`src/core/nvm_cfg.svh`:
```
/*
  Constants of the nonvolatile-memory write/erase sequencer: register word
  indices, field positions, reset values, key bytes and operation times.
  Assumes it is included by bare name from the design files.
*/
`ifndef NVM_CFG_SVH
`define NVM_CFG_SVH

// register word indices; byte address is four times the index
`define IDX_KEY      12'h81F
`define IDX_CTL      12'h820
`define IDX_ADRL     12'h821
`define IDX_ADRH     12'h822
`define IDX_DATA     12'h823
`define IDX_STAT     12'h824
`define IDX_ICLR     12'h825
`define IDX_IEN      12'h826

// control register fields
`define CTL_START    0
`define CTL_WRITE_ENABLE_BIT     1
`define CTL_ERASE    2
`define CTL_REGION   3

// status / clear / enable fields
`define ST_DONE      0
`define ST_WPERR     1

// reset values
`define CTL_RST      4'h0
`define BYTE_RST     8'h00
`define ST_RST       2'h0

// unlock key bytes and data-EEPROM address offset
`define KEY_FIRST    8'h55
`define KEY_SECOND   8'hAA
`define EE_BASE      16'h7000

// operation times in microseconds, system clock in MHz
`define EE_WRITE_TIME_US   4
`define ROW_ERASE_TIME_US  2
`define CLK_FREQ_MHZ       40

`endif

```
`src/core/nvm_pkg.sv`:
```
/*
  Types shared by the sequencer: key tracker and operation states.
  Assumes nothing beyond a SystemVerilog compiler.
*/
package nvm_pkg;

  typedef enum logic [1:0] {KEY_IDLE, KEY_GOT1, KEY_ARMED} key_state_t;

  typedef enum logic [1:0] {OP_IDLE, OP_EE, OP_PGM, OP_ERASE} op_state_t;

endpackage

```
`src/core/nvm_write_erase_sequencer.sv`:
```
/*
  Nonvolatile-memory write/erase sequencer, reached over AHB-Lite.
  Assumes a single AHB-Lite master doing whole-word single transfers and a
  memory array that accepts one-cycle write/erase pulses on hclk.
*/
`timescale 1ns/1ps
`include "nvm_cfg.svh"

module nvm_write_erase_sequencer
  import nvm_pkg::*;
#(
  parameter int WRITE_TIME_US = `EE_WRITE_TIME_US,
  parameter int ERASE_TIME_US = `ROW_ERASE_TIME_US,
  parameter int ROW_WORDS     = 32
) (
  input  wire logic        hclk,         // system clock, 40 MHz
  input  wire logic        hresetn,      // async reset, active low
  input  wire logic        hsel,         // slave select
  input  wire logic [31:0] haddr,        // byte address
  input  wire logic [1:0]  htrans,       // transfer type
  input  wire logic        hwrite,       // write when high
  input  wire logic [2:0]  hsize,        // word only
  input  wire logic [31:0] hwdata,       // write data
  input  wire logic        hready,       // bus ready
  output logic             hreadyout,    // slave ready
  output logic [31:0]      hrdata,       // read data
  output logic             hresp,        // always OKAY
  input  wire logic [15:0] wp_limit,     // program addresses below are protected from row erase
  output logic [15:0]      mem_addr,     // target address
  output logic [7:0]       mem_wdata,    // byte to write
  output logic             mem_region,   // 1: user-ID/EEPROM space
  output logic             mem_ee_write, // EEPROM byte write pulse
  output logic             mem_pgm_write,// program word write pulse
  output logic             mem_row_erase,// row erase pulse
  output logic             cpu_stall,    // CPU held during erase
  output logic             irq           // level interrupt
);

  localparam int WR_CYC = (WRITE_TIME_US * `CLK_FREQ_MHZ < 1) ? 1
                        : WRITE_TIME_US * `CLK_FREQ_MHZ;
  localparam int ER_CYC = (ERASE_TIME_US * `CLK_FREQ_MHZ < 1) ? 1
                        : ERASE_TIME_US * `CLK_FREQ_MHZ;
  localparam logic [15:0] ROW_MASK = 16'(ROW_WORDS - 1);

  // ----------------------------------------------------------------
  // bus slave
  // ----------------------------------------------------------------
  logic        wr_ph_r;    // write data phase
  logic        rd_pend_r;  // read wait state
  logic        ok_r;       // address mapped and aligned
  logic [11:0] idx_r;
  logic [31:0] hrdata_r;
  logic [7:0]  rd_mux;
  logic        ahb_go;

  assign ahb_go = hsel && htrans[1] && hready;

  // capture the address phase; reads get one wait state so data is flopped
  always_ff @(posedge hclk or negedge hresetn)
  begin
    if (!hresetn)
    begin
      wr_ph_r   <= 1'b0;
      rd_pend_r <= 1'b0;
      ok_r      <= 1'b0;
      idx_r     <= '0;
    end
    else
    begin
      wr_ph_r   <= ahb_go && hwrite;
      rd_pend_r <= ahb_go && !hwrite;
      if (ahb_go)
      begin
        idx_r <= haddr[13:2];
        ok_r  <= (haddr[31:14] == '0) && (haddr[1:0] == 2'h0);
      end
    end
  end

  assign hreadyout = !rd_pend_r;
  assign hresp     = 1'b0;
  assign hrdata    = hrdata_r;

  logic [7:0]  wdata;
  logic        wr_key, wr_ctl, wr_adrl, wr_adrh, wr_data, wr_iclr, wr_ien;

  assign wdata   = hwdata[7:0];
  assign wr_key  = wr_ph_r && ok_r && (idx_r == `IDX_KEY);
  assign wr_ctl  = wr_ph_r && ok_r && (idx_r == `IDX_CTL);
  assign wr_adrl = wr_ph_r && ok_r && (idx_r == `IDX_ADRL);
  assign wr_adrh = wr_ph_r && ok_r && (idx_r == `IDX_ADRH);
  assign wr_data = wr_ph_r && ok_r && (idx_r == `IDX_DATA);
  assign wr_iclr = wr_ph_r && ok_r && (idx_r == `IDX_ICLR);
  assign wr_ien  = wr_ph_r && ok_r && (idx_r == `IDX_IEN);

  // ----------------------------------------------------------------
  // registers
  // ----------------------------------------------------------------
  logic [3:0]  ctl_r;
  logic [7:0]  adrl_r, adrh_r, data_r;
  logic [1:0]  stat_r, ien_r;
  logic [15:0] addr_w;
  key_state_t  key_st_r;
  op_state_t   op_r;
  logic        tmr_expire;
  logic        attempt, prot, launch;

  assign addr_w = {adrh_r, adrl_r};

  // a start request: control write with start and write enable, no op running
  assign attempt = wr_ctl && wdata[`CTL_START] && wdata[`CTL_WRITE_ENABLE_BIT] && (op_r == OP_IDLE);
  assign prot    = wdata[`CTL_ERASE] && !wdata[`CTL_REGION] && (addr_w < wp_limit);
  assign launch  = attempt && (key_st_r == KEY_ARMED) && !prot;

  // address, data and interrupt enable; address and data held while an op runs so the target
  // cannot move under the array, interrupt enable writable at any time
  always_ff @(posedge hclk or negedge hresetn)
  begin
    if (!hresetn)
    begin
      adrl_r <= `BYTE_RST;
      adrh_r <= `BYTE_RST;
      data_r <= `BYTE_RST;
      ien_r  <= `ST_RST;
    end
    else
    begin
      if (wr_adrl && op_r == OP_IDLE)
        adrl_r <= wdata;
      if (wr_adrh && op_r == OP_IDLE)
        adrh_r <= wdata;
      if (wr_data && op_r == OP_IDLE)
        data_r <= wdata;
      if (wr_ien)
        ien_r <= wdata[1:0];
    end
  end

  // control register; start only rises on a keyed launch
  always_ff @(posedge hclk or negedge hresetn)
  begin
    if (!hresetn)
      ctl_r <= `CTL_RST;
    else if (op_r == OP_IDLE)
    begin
      if (wr_ctl)
      begin
        ctl_r[`CTL_WRITE_ENABLE_BIT]   <= wdata[`CTL_WRITE_ENABLE_BIT];
        ctl_r[`CTL_ERASE]  <= wdata[`CTL_ERASE];
        ctl_r[`CTL_REGION] <= wdata[`CTL_REGION];
        ctl_r[`CTL_START]  <= launch;
      end
    end
    else
    begin
      if (tmr_expire)
        ctl_r[`CTL_START] <= 1'b0;
      if (wr_ctl)
        ctl_r[`CTL_WRITE_ENABLE_BIT] <= wdata[`CTL_WRITE_ENABLE_BIT];
    end
  end

  // ----------------------------------------------------------------
  // unlock key tracking
  // ----------------------------------------------------------------
  // tracking starts on key write; any other write breaks the chain
  always_ff @(posedge hclk or negedge hresetn)
  begin
    if (!hresetn)
      key_st_r <= KEY_IDLE;
    else if (wr_ph_r)
    begin
      if (wr_key && wdata == `KEY_FIRST)
        key_st_r <= KEY_GOT1;
      else if (wr_key && wdata == `KEY_SECOND && key_st_r == KEY_GOT1)
        key_st_r <= KEY_ARMED;
      else
        key_st_r <= KEY_IDLE;
    end
  end

  // ----------------------------------------------------------------
  // operation sequencing
  // ----------------------------------------------------------------
  always_ff @(posedge hclk or negedge hresetn)
  begin
    if (!hresetn)
      op_r <= OP_IDLE;
    else
    begin
      case (op_r)
        OP_IDLE:
        begin
          if (launch)
          begin
            if (wdata[`CTL_ERASE])
              op_r <= OP_ERASE;
            else if (wdata[`CTL_REGION])
              op_r <= OP_EE;
            else
              op_r <= OP_PGM;
          end
        end
        default:
        begin
          if (tmr_expire)
            op_r <= OP_IDLE;
        end
      endcase
    end
  end

  nvm_op_timer #(
    .W (16)
  ) nvm_op_timer_inst (
    .hclk    (hclk),
    .hresetn (hresetn),
    .load    (launch),
    .count   (wdata[`CTL_ERASE] ? 16'(ER_CYC) : 16'(WR_CYC)),
    .busy    (),
    .expire  (tmr_expire)
  );

  // memory strobes and target; flopped so the array sees clean pulses
  logic [15:0] mem_addr_r;
  logic [7:0]  mem_wdata_r;
  logic        mem_region_r, ee_wr_r, pgm_wr_r, row_er_r;

  always_ff @(posedge hclk or negedge hresetn)
  begin
    if (!hresetn)
    begin
      mem_addr_r   <= '0;
      mem_wdata_r  <= `BYTE_RST;
      mem_region_r <= 1'b0;
      ee_wr_r      <= 1'b0;
      pgm_wr_r     <= 1'b0;
      row_er_r     <= 1'b0;
    end
    else
    begin
      ee_wr_r  <= launch && !wdata[`CTL_ERASE] && wdata[`CTL_REGION];
      pgm_wr_r <= launch && !wdata[`CTL_ERASE] && !wdata[`CTL_REGION];
      row_er_r <= launch && wdata[`CTL_ERASE];
      if (launch)
      begin
        mem_region_r <= wdata[`CTL_REGION];
        // byte from data register, array erases it itself
        mem_wdata_r  <= data_r;
        if (wdata[`CTL_ERASE])
          mem_addr_r <= addr_w & ~ROW_MASK;
        else if (wdata[`CTL_REGION])
          mem_addr_r <= addr_w - `EE_BASE;
        else
          mem_addr_r <= addr_w;
      end
    end
  end

  assign mem_addr      = mem_addr_r;
  assign mem_wdata     = mem_wdata_r;
  assign mem_region    = mem_region_r;
  assign mem_ee_write  = ee_wr_r;
  assign mem_pgm_write = pgm_wr_r;
  assign mem_row_erase = row_er_r;
  // CPU held for the whole erase
  assign cpu_stall     = (op_r == OP_ERASE);

  // ----------------------------------------------------------------
  // status and interrupt
  // ----------------------------------------------------------------
  logic [1:0] st_set;

  // done flag on any completion, enable not consulted
  assign st_set = {attempt && prot && key_st_r == KEY_ARMED, tmr_expire};

  // set wins over a clear in the same cycle so no event is lost
  always_ff @(posedge hclk or negedge hresetn)
  begin
    if (!hresetn)
      stat_r <= `ST_RST;
    else
      stat_r <= (stat_r & ~(wr_iclr ? wdata[1:0] : 2'h0)) | st_set;
  end

  assign irq = |(stat_r & ien_r);

  // read mux; key and clear registers read zero
  always_comb
  begin
    rd_mux = 8'h00;
    if (idx_r == `IDX_CTL)
      rd_mux = {4'h0, ctl_r};
    else if (idx_r == `IDX_ADRL)
      rd_mux = adrl_r;
    else if (idx_r == `IDX_ADRH)
      rd_mux = adrh_r;
    else if (idx_r == `IDX_DATA)
      rd_mux = data_r;
    else if (idx_r == `IDX_STAT)
      rd_mux = {6'h00, stat_r};
    else if (idx_r == `IDX_IEN)
      rd_mux = {6'h00, ien_r};
  end

  always_ff @(posedge hclk or negedge hresetn)
  begin
    if (!hresetn)
      hrdata_r <= 32'h00000000;
    else if (rd_pend_r)
      hrdata_r <= ok_r ? {24'h000000, rd_mux} : 32'h00000000;
  end
endmodule

```
`src/core/nvm_op_timer.sv`:
```
/*
  Down-counter that times one memory operation and pulses when it ends.
  Assumes load is a one-cycle pulse on hclk and count is at least one.
*/
`timescale 1ns/1ps

module nvm_op_timer #(
  parameter int W = 16
) (
  input  wire logic         hclk,    // system clock
  input  wire logic         hresetn, // async reset, active low
  input  wire logic         load,    // start timing
  input  wire logic [W-1:0] count,   // cycles to run
  output logic              busy,    // operation in progress
  output logic              expire   // one-cycle end pulse
);

  logic [W-1:0] cnt_r;
  logic         expire_r;

  // count down; a new load while busy restarts the count
  always_ff @(posedge hclk or negedge hresetn)
  begin
    if (!hresetn)
    begin
      cnt_r    <= '0;
      expire_r <= 1'b0;
    end
    else
    begin
      expire_r <= (cnt_r == W'(1)) && !load;
      if (load)
        cnt_r <= count;
      else if (cnt_r != '0)
        cnt_r <= cnt_r - W'(1);
    end
  end

  assign busy   = (cnt_r != '0);
  assign expire = expire_r;

endmodule

```
`config.mk`:
```
export PLATFORM = sky130hd
export DESIGN_NAME = nvm_write_erase_sequencer
export DESIGN_NICKNAME = d
export VERILOG_FILES = /design/src/core/nvm_pkg.sv /design/src/core/nvm_write_erase_sequencer.sv /design/src/core/nvm_op_timer.sv
export VERILOG_INCLUDE_DIRS = /design/src /design/src/core
export SDC_FILE = /design/constraint.sdc
export NUM_CORES = 1
export LEC_CHECK = 0
export BUFFER_PORTS_ARGS = -buffer_cell sky130_fd_sc_hd__buf_2
export CORE_AREA = 5 5 126 128
export DETAILED_ROUTE_END_ITERATION = 16
export DIE_AREA = 0 0 131 133
export SYNTH_ARGS = -nofsm -noshare
export SYNTH_HDL_FRONTEND = slang
export SYNTH_SLANG_ARGS = --single-unit
```
`constraint.sdc`:
```
create_clock -name hclk -period 3 [get_ports hclk]
set_input_delay 0.3 -clock hclk [delete_from_list [all_inputs] [get_ports hclk]]
set_output_delay 0.3 -clock hclk [all_outputs]
set_load 0.005 [all_outputs]
```
# ---- After elaboration in Yosys (flattened, before gate mapping)
# Cells that the tools add are included.
dict set report op_classes {
  add_sub_neg 2
  n_lt_le_gt_ge 1
  n_eq_ne 16
  n_mux 24
  bitwise_logic 4
  n_reduce_logical 49
}
# op count
set ops {}
lappend ops {{$eq 12x12->1 const B} 8}
lappend ops {{$mux 16} 4}
lappend ops {{$mux 8} 6}
lappend ops {{$logic_and 1x1->1} 33}
lappend ops {{$mux 2} 12}
lappend ops {{$logic_not 18->1} 1}
lappend ops {{$eq 16x1->1 const B} 1}
lappend ops {{$lt 16x16->1} 1}
lappend ops {{$reduce_bool 16->1} 1}
lappend ops {{$sub 16x1->16 const B} 1}
lappend ops {{$sub 16x15->16 const B} 1}
lappend ops {{$eq 8x7->1 const B} 1}
lappend ops {{$eq 8x8->1 const B} 1}
lappend ops {{$logic_not 1->1} 6}
lappend ops {{$reduce_and 2->1} 3}
lappend ops {{$and 2x2->2} 2}
lappend ops {{$eq 2x2->1 const B} 2}
lappend ops {{$logic_not 2->1} 2}
lappend ops {{$ne 2x2->1 const B} 2}
lappend ops {{$reduce_bool 2->1} 2}
lappend ops {{$eq 2x1->1 const B} 1}
lappend ops {{$mux 1} 2}
lappend ops {{$not 2->2} 1}
lappend ops {{$or 2x2->2} 1}
lappend ops {{$reduce_or 2->1} 1}
dict set report word_totals {
  register_bits 128
  input_bits 90
  out_inout_bits 64
  elab_cells 119
}

# ---- Logic depth before layout (Yosys ltp)
dict set report depth {
  depth_word 9
  depth_mapped 10
  depth_no_buf 8
}

# ---- Hierarchy
# From an unflattened synthesis, not the netlist that was laid out.
dict set report unflattened {
  cells_unflattened 496
  area_unflattened_um2 5502.8
}
# module n_inst cells_per_inst area_per_inst_um2 seq_area_each_um2
set by_module_without_submodules {}
lappend by_module_without_submodules {nvm_write_erase_sequencer 1 382 4390.5 2177.1}
lappend by_module_without_submodules {nvm_op_timer 1 114 1112.3 425.4}

# ---- Worst setup path after synthesis
# No wires, ideal clock.
dict set report synth_timing {
  path_kind {register to register}
  startpoint {register adrl_r[1]}
  endpoint {register mem_addr_r[10] (netlist: mem_addr[10])}
  setup_ps 125
  arrival_ps 2129
  required_ps 2875
  setup_slack_ps 746
  stages_incl_launch_ff 9
  path_buffers 2
  synth_period_minus_slack_ps 2254
  cell_sequence {dfrtp_1 -> ha_1 -> a2111oi_0 -> nor4_1 -> o31ai_2 -> a21o_1 -> buf_6 -> buf_6 -> mux2_4}
}
dict set report synth_via {
  elab_chain_cells 4
  word_cells_on_any_way 7
  classes_between {1 x add/sub; 1 x order compare; 2 x mux; 3 x reduce/logical}
}
# element line_no
set synth_lines {}
lappend synth_lines {{start: declaration} nvm_write_erase_sequencer.sv:100} ;# logic [7:0] adrl_r, adrh_r, data_r;
lappend synth_lines {{start signal: assignment} nvm_write_erase_sequencer.sv:121} ;# adrl_r <= `BYTE_RST;
lappend synth_lines {{start signal: assignment} nvm_write_erase_sequencer.sv:129} ;# adrl_r <= wdata;
lappend synth_lines {{branches (longest 4 deep; another with $sub 16x15->16)} -}
lappend synth_lines {{end signal: assignment} nvm_write_erase_sequencer.sv:251} ;# mem_addr_r <= addr_w & ~ROW_MASK;
lappend synth_lines {{end signal: assignment} nvm_write_erase_sequencer.sv:253} ;# mem_addr_r <= addr_w - `EE_BASE;
lappend synth_lines {{end signal: assignment} nvm_write_erase_sequencer.sv:255} ;# mem_addr_r <= addr_w;
lappend synth_lines {{end: declaration} nvm_write_erase_sequencer.sv:225} ;# logic [15:0] mem_addr_r;
# Several ways; the timed one is not identified.
# A chain may end at the register's enable or synchronous reset.

# ---- Worst setup path in the final report
dict set report layout_timing {
  startpoint {register adrh_r[3]}
  endpoint {register mem_addr_r[3] (netlist: mem_addr[3])}
}
dict set report layout_via {
  elab_chain_cells 4
}
# element line_no
set layout_lines {}
lappend layout_lines {{start: declaration} nvm_write_erase_sequencer.sv:100}
lappend layout_lines {{start signal: assignment} nvm_write_erase_sequencer.sv:122} ;# adrh_r <= `BYTE_RST;
lappend layout_lines {{start signal: assignment} nvm_write_erase_sequencer.sv:131} ;# adrh_r <= wdata;
lappend layout_lines {{$lt 16x16->1} nvm_write_erase_sequencer.sv:112} ;# assign prot = wdata[`CTL_ERASE] && !wdata[`CTL_REGION] && (addr_w < wp_limit);
lappend layout_lines {{$logic_and 1x1->1} nvm_write_erase_sequencer.sv:112}
lappend layout_lines {{$logic_not 1->1} nvm_write_erase_sequencer.sv:113} ;# assign launch = attempt && (key_st_r == KEY_ARMED) && !prot;
lappend layout_lines {{$logic_and 1x1->1} nvm_write_erase_sequencer.sv:113}
# No other way between the ends.

==> report_table.html <==
<table>
<tr><th>Metric</th><th>Value</th></tr>
<tr><th colspan="2">Cells and area</th></tr>
<tr><td>Fraction of layout cells with a size suffix above 1</td><td>34.8%</td></tr>
<tr><td>Most common cell after layout, fill and taps aside</td><td>dfrtp_1</td></tr>
<tr><td>Fillers</td><td>roughly 1.4k</td></tr>
<tr><td>Final net count</td><td>684</td></tr>
<tr><td>Growth of design area from synthesis to finish</td><td>18.2%</td></tr>
<tr><td>Most used cells in the layout excluding fill and tap cells</td><td>dfrtp_1, buf_2, mux2_2</td></tr>
<tr><td>Antenna cells</td><td>0</td></tr>
<tr><td>Area taken by flip-flops and latches</td><td>0.00260 mm²</td></tr>
<tr><td>Number of standard cells in the final layout excluding fillers</td><td>between 700 and 800</td></tr>
<tr><td>Multi-input combinational cell area</td><td>around 0.0024 mm²</td></tr>
<tr><th colspan="2">Place</th></tr>
<tr><td>Final GP Congestion</td><td>0.850</td></tr>
<tr><td>PortBufs</td><td>100</td></tr>
<tr><td>Instance count after placement with tap cells included</td><td>753</td></tr>
<tr><td>HPWL reported at the end of detailed placement</td><td>9480 µm</td></tr>
<tr><td>Worst-case setup slack after placement</td><td>0.437 ns</td></tr>
<tr><th colspan="2">Critical path</th></tr>
<tr><td>Cell Chain, Critical Path</td><td>ha_1, nand4_1, nor4_1, o31ai_2, a21oi_2, mux2_2</td></tr>
<tr><td>Critical path class</td><td>flip-flop to flip-flop</td></tr>
<tr><td>Cell with the largest stage delay on the worst path</td><td>a21oi_2</td></tr>
<tr><td>Cell family with the largest share of critical-path delay</td><td>compound AO/OA/AOI/OAI gates</td></tr>
<tr><td>Required time worst endpoint</td><td>3.25 ns</td></tr>
<tr><td>Kind of end point of the critical path</td><td>flip-flop</td></tr>
<tr><td>CP startpoint kind</td><td>flip-flop</td></tr>
<tr><td>Signal arrival time at the worst endpoint</td><td>2.79 ns</td></tr>
<tr><td>Buf+Inv Stages, Crit Path</td><td>0</td></tr>
<tr><td>Slowest stage delay, CP</td><td>0.58 ns</td></tr>
<tr><td>CP max FO</td><td>11</td></tr>
<tr><th colspan="2">Timing</th></tr>
<tr><td>Endpoints failing hold</td><td>0</td></tr>
<tr><td>Relative slew margins</td><td>27.5%</td></tr>
<tr><td>Number of slew-limit violations in the final report</td><td>0</td></tr>
<tr><td>RSZ-0062 raised after global routing</td><td>no</td></tr>
<tr><td>Timing-limited maximum frequency</td><td>just under 400 MHz</td></tr>
<tr><td>Final setup fails</td><td>0</td></tr>
<tr><td>Final period demand of the worst path</td><td>2.55 ns</td></tr>
<tr><td>Fin Setup TNS</td><td>0 ns</td></tr>
<tr><td>Fin crit share</td><td>84.9%</td></tr>
<tr><td>Tightest Pin Transition</td><td>1.09 ns</td></tr>
<tr><td>Final clock skew</td><td>approximately 0.0081 ns</td></tr>
<tr><td>Crit path setup slack, layout</td><td>0.453 ns</td></tr>
<tr><th colspan="2">Clock network</th></tr>
<tr><td>Clock tree from TritonCTS</td><td>done</td></tr>
<tr><td>Count of cells resized by post-cts repair</td><td>0</td></tr>
<tr><td>Number of clock sinks seen by CTS</td><td>104</td></tr>
<tr><td>H-tree Lvls</td><td>3</td></tr>
<tr><td>Clk root buf</td><td>clkbuf_16</td></tr>
<tr><td>Post-CTS Setup Bufs</td><td>0</td></tr>
<tr><td>Largest buffer count on any clock path</td><td>2</td></tr>
<tr><td>Number of hold buffers added after CTS</td><td>0</td></tr>
<tr><td>Worst-skew pair later-pin latency</td><td>0.36 ns</td></tr>
<tr><td>Number of clock buffers inserted by TritonCTS</td><td>9</td></tr>
<tr><td>Clock slew seen by the registers of the worst setup and hold paths</td><td>0.08 ns</td></tr>
<tr><th colspan="2">Power</th></tr>
<tr><td>P_leak</td><td>0.00305 µW</td></tr>
<tr><td>Total power consumption of the routed design</td><td>3060 µW</td></tr>
<tr><td>Pwr/cell area</td><td>489 mW/mm²</td></tr>
<tr><td>Peak supply drop</td><td>381 µV</td></tr>
<tr><th colspan="2">Synth</th></tr>
<tr><td>EDFF count, synth</td><td>0</td></tr>
<tr><td>Share of synthesized area occupied by flip-flops and latches</td><td>49.1%</td></tr>
<tr><td>Cell count after synthesis</td><td>470</td></tr>
<tr><td>Post-synthesis cell type with the largest combined area</td><td>dfrtp_1</td></tr>
<tr><td>Post-synthesis sequential element count</td><td>104</td></tr>
<tr><td>Async set or reset register ratio after synthesis</td><td>between 90% and 100%</td></tr>
<tr><td>Number of different library cells in the post-synthesis netlist</td><td>51</td></tr>
<tr><td>Synth Cell Area</td><td>0.00530 mm²</td></tr>
<tr><td>Largest cells by area after synthesis</td><td>dfrtp_1, mux2_2, ha_1, buf_4, mux2_4</td></tr>
<tr><td>Avg Cell Area, Syn</td><td>11.3 µm²</td></tr>
<tr><td>Fraction of post-synthesis cell area in the top cell type by area</td><td>49.1%</td></tr>
<tr><td>Yosys warning count</td><td>0</td></tr>
<tr><td>Primary flip-flop cell chosen by synthesis mapping</td><td>dfrtp_1</td></tr>
<tr><th colspan="2">Global route</th></tr>
<tr><td>Number of global-route vias before repair</td><td>4,030</td></tr>
<tr><td>Maximum number of pins on one net before global-route repair</td><td>86</td></tr>
<tr><td>Global route total overflow</td><td>0</td></tr>
<tr><td>Aggregate global-route resource usage</td><td>approximately 15%</td></tr>
<tr><td>Global-route wire length before repair</td><td>20,600 µm</td></tr>
<tr><td>Number of antenna violations at the first check in global routing</td><td>0</td></tr>
<tr><th colspan="2">Floorplanning</th></tr>
<tr><td>Core Area</td><td>0.0148 mm²</td></tr>
<tr><td>Die X</td><td>131 µm</td></tr>
<tr><td>I/O pin count</td><td>154</td></tr>
<tr><td>Die H</td><td>133 µm</td></tr>
<tr><td>Row Count</td><td>45</td></tr>
<tr><td>Overall die area</td><td>0.0174 mm²</td></tr>
<tr><td>Starting utilization of the core area</td><td>roughly 36%</td></tr>
<tr><th colspan="2">Drt</th></tr>
<tr><td>Number of vias per cell</td><td>around 5.0</td></tr>
<tr><td>Total DRC errors in the routed layout</td><td>0</td></tr>
<tr><td>Length of the first detailed-routing pass in iterations</td><td>4</td></tr>
<tr><td>Avg WL per Cell</td><td>16.5 µm</td></tr>
<tr><td>Wire length reported by the detailed router</td><td>12,700 µm</td></tr>
<tr><td>Antenna-violating nets left</td><td>0</td></tr>
<tr><td>Via Count</td><td>3,807</td></tr>
<tr><td>Number of DRC markers in iteration 0</td><td>a little over 200</td></tr>
<tr><th colspan="2">Min path</th></tr>
<tr><td>Kind of path behind the tightest hold check</td><td>input port to flip-flop</td></tr>
<tr><th colspan="2">Outcome</th></tr>
<tr><td>Status</td><td>finished, final reports clean</td></tr>
<tr><th colspan="2">Flow run</th></tr>
<tr><td>Number of max-cap violations</td><td>0</td></tr>
</table>
==> flip-flops by register name (all words and copies together), names as in the netlist, 2 cells and up <==
name	flops
adrh_r	8
adrl_r	8
ctl_r	4
data_r	8
hrdata	8
idx_r	12
ien_r	2
key_st_r	2
mem_addr	16
mem_wdata	8
nvm_op_timer_inst.cnt_r	16
op_r	2
stat_r	2
==> power by group <==
part,internal [µW],switching [µW],total [µW]
Clock,667,583,1250
Sequential,1450,47.5,1500
Combinational,142,173,314
Total,2260,804,3060
==> metal layers <==
metal / up-vias / GRT usage (%) / wire length (µm) / share of wire, %
met4: 0 / 3.31 / 143 / 1.1
met1: 1875 / 19.7 / 5580 / 44
met3: 13 / 4.84 / 793 / 6.3
met2: 109 / 24.4 / 6170 / 49
met5: - / 0 / 0 / 0
li1: 1810 / - / - / -
==> logic make-up after synthesis <==
| logic type | Yosys count | synth area share [%] |
|---|---|---|
| AO/OA/AOI/OAI | 55 | 6.92 |
| XOR/XNOR | 14 | 2.31 |
| adder cells (fa/ha/maj) | 18 | 4.25 |
| buffers and inverters | 67 | 7.01 |
| flip-flops | 104 | 49.1 |
| multiplexers | 77 | 16.9 |
| other | 1 | 0.0708 |
| AND/OR/NAND/NOR | 134 | 13.4 |
==> worst paths after layout <==
check / cells past startpoint / from / end / slack, ns
setup / recovery: 6 / adrh_r[3] / mem_addr[3] / 0.45
hold / removal: 2 / hwrite / rd_pend_r / 0.1
setup reg to reg: 6 / adrh_r[3] / mem_addr[3] / 0.45
hold reg to reg: 1 / hrdata[1] / hrdata[1] / 0.49
max in group asynchronous: 2 / hresetn / wr_ph_r / 2.06
min in group asynchronous: 1 / hresetn / mem_row_erase / 0.14
==> metrics by stage <==
stage                     utilization (%)  hold WS (ns)  cell area, µm²
final                                42.5        0.0996            6260
after global routing                 42.5        0.0926            6260
after CTS                            42.5        0.0890            6260
after detailed placement             40.4         0.469            5950
after global placement               40.4         0.470            5950
after floorplan                         -       0.00441            5390
==> synth_stat cells (9+ instances only) <==
cell       n
nor2_1    33
buf_4     25
nand2_1   38
ha_1      18
mux2i_1   10
xnor2_1   11
mux2_4    11
inv_1     27
dfrtp_1  104
nor4_1    10
o21ai_0   13
mux2_2    56
nand3_1    9
a21oi_1   13
==> cell type report <==
class                      count  area share (%)
clock buffer                   9            3.59
multi-input combinational    323            38.6
inverter                      27            1.62
tap                          188            3.75
clock inverter                 7            1.38
sequential                   104            41.5
timing repair buffer         111            9.55
Power figures use the tool's default switching activity.
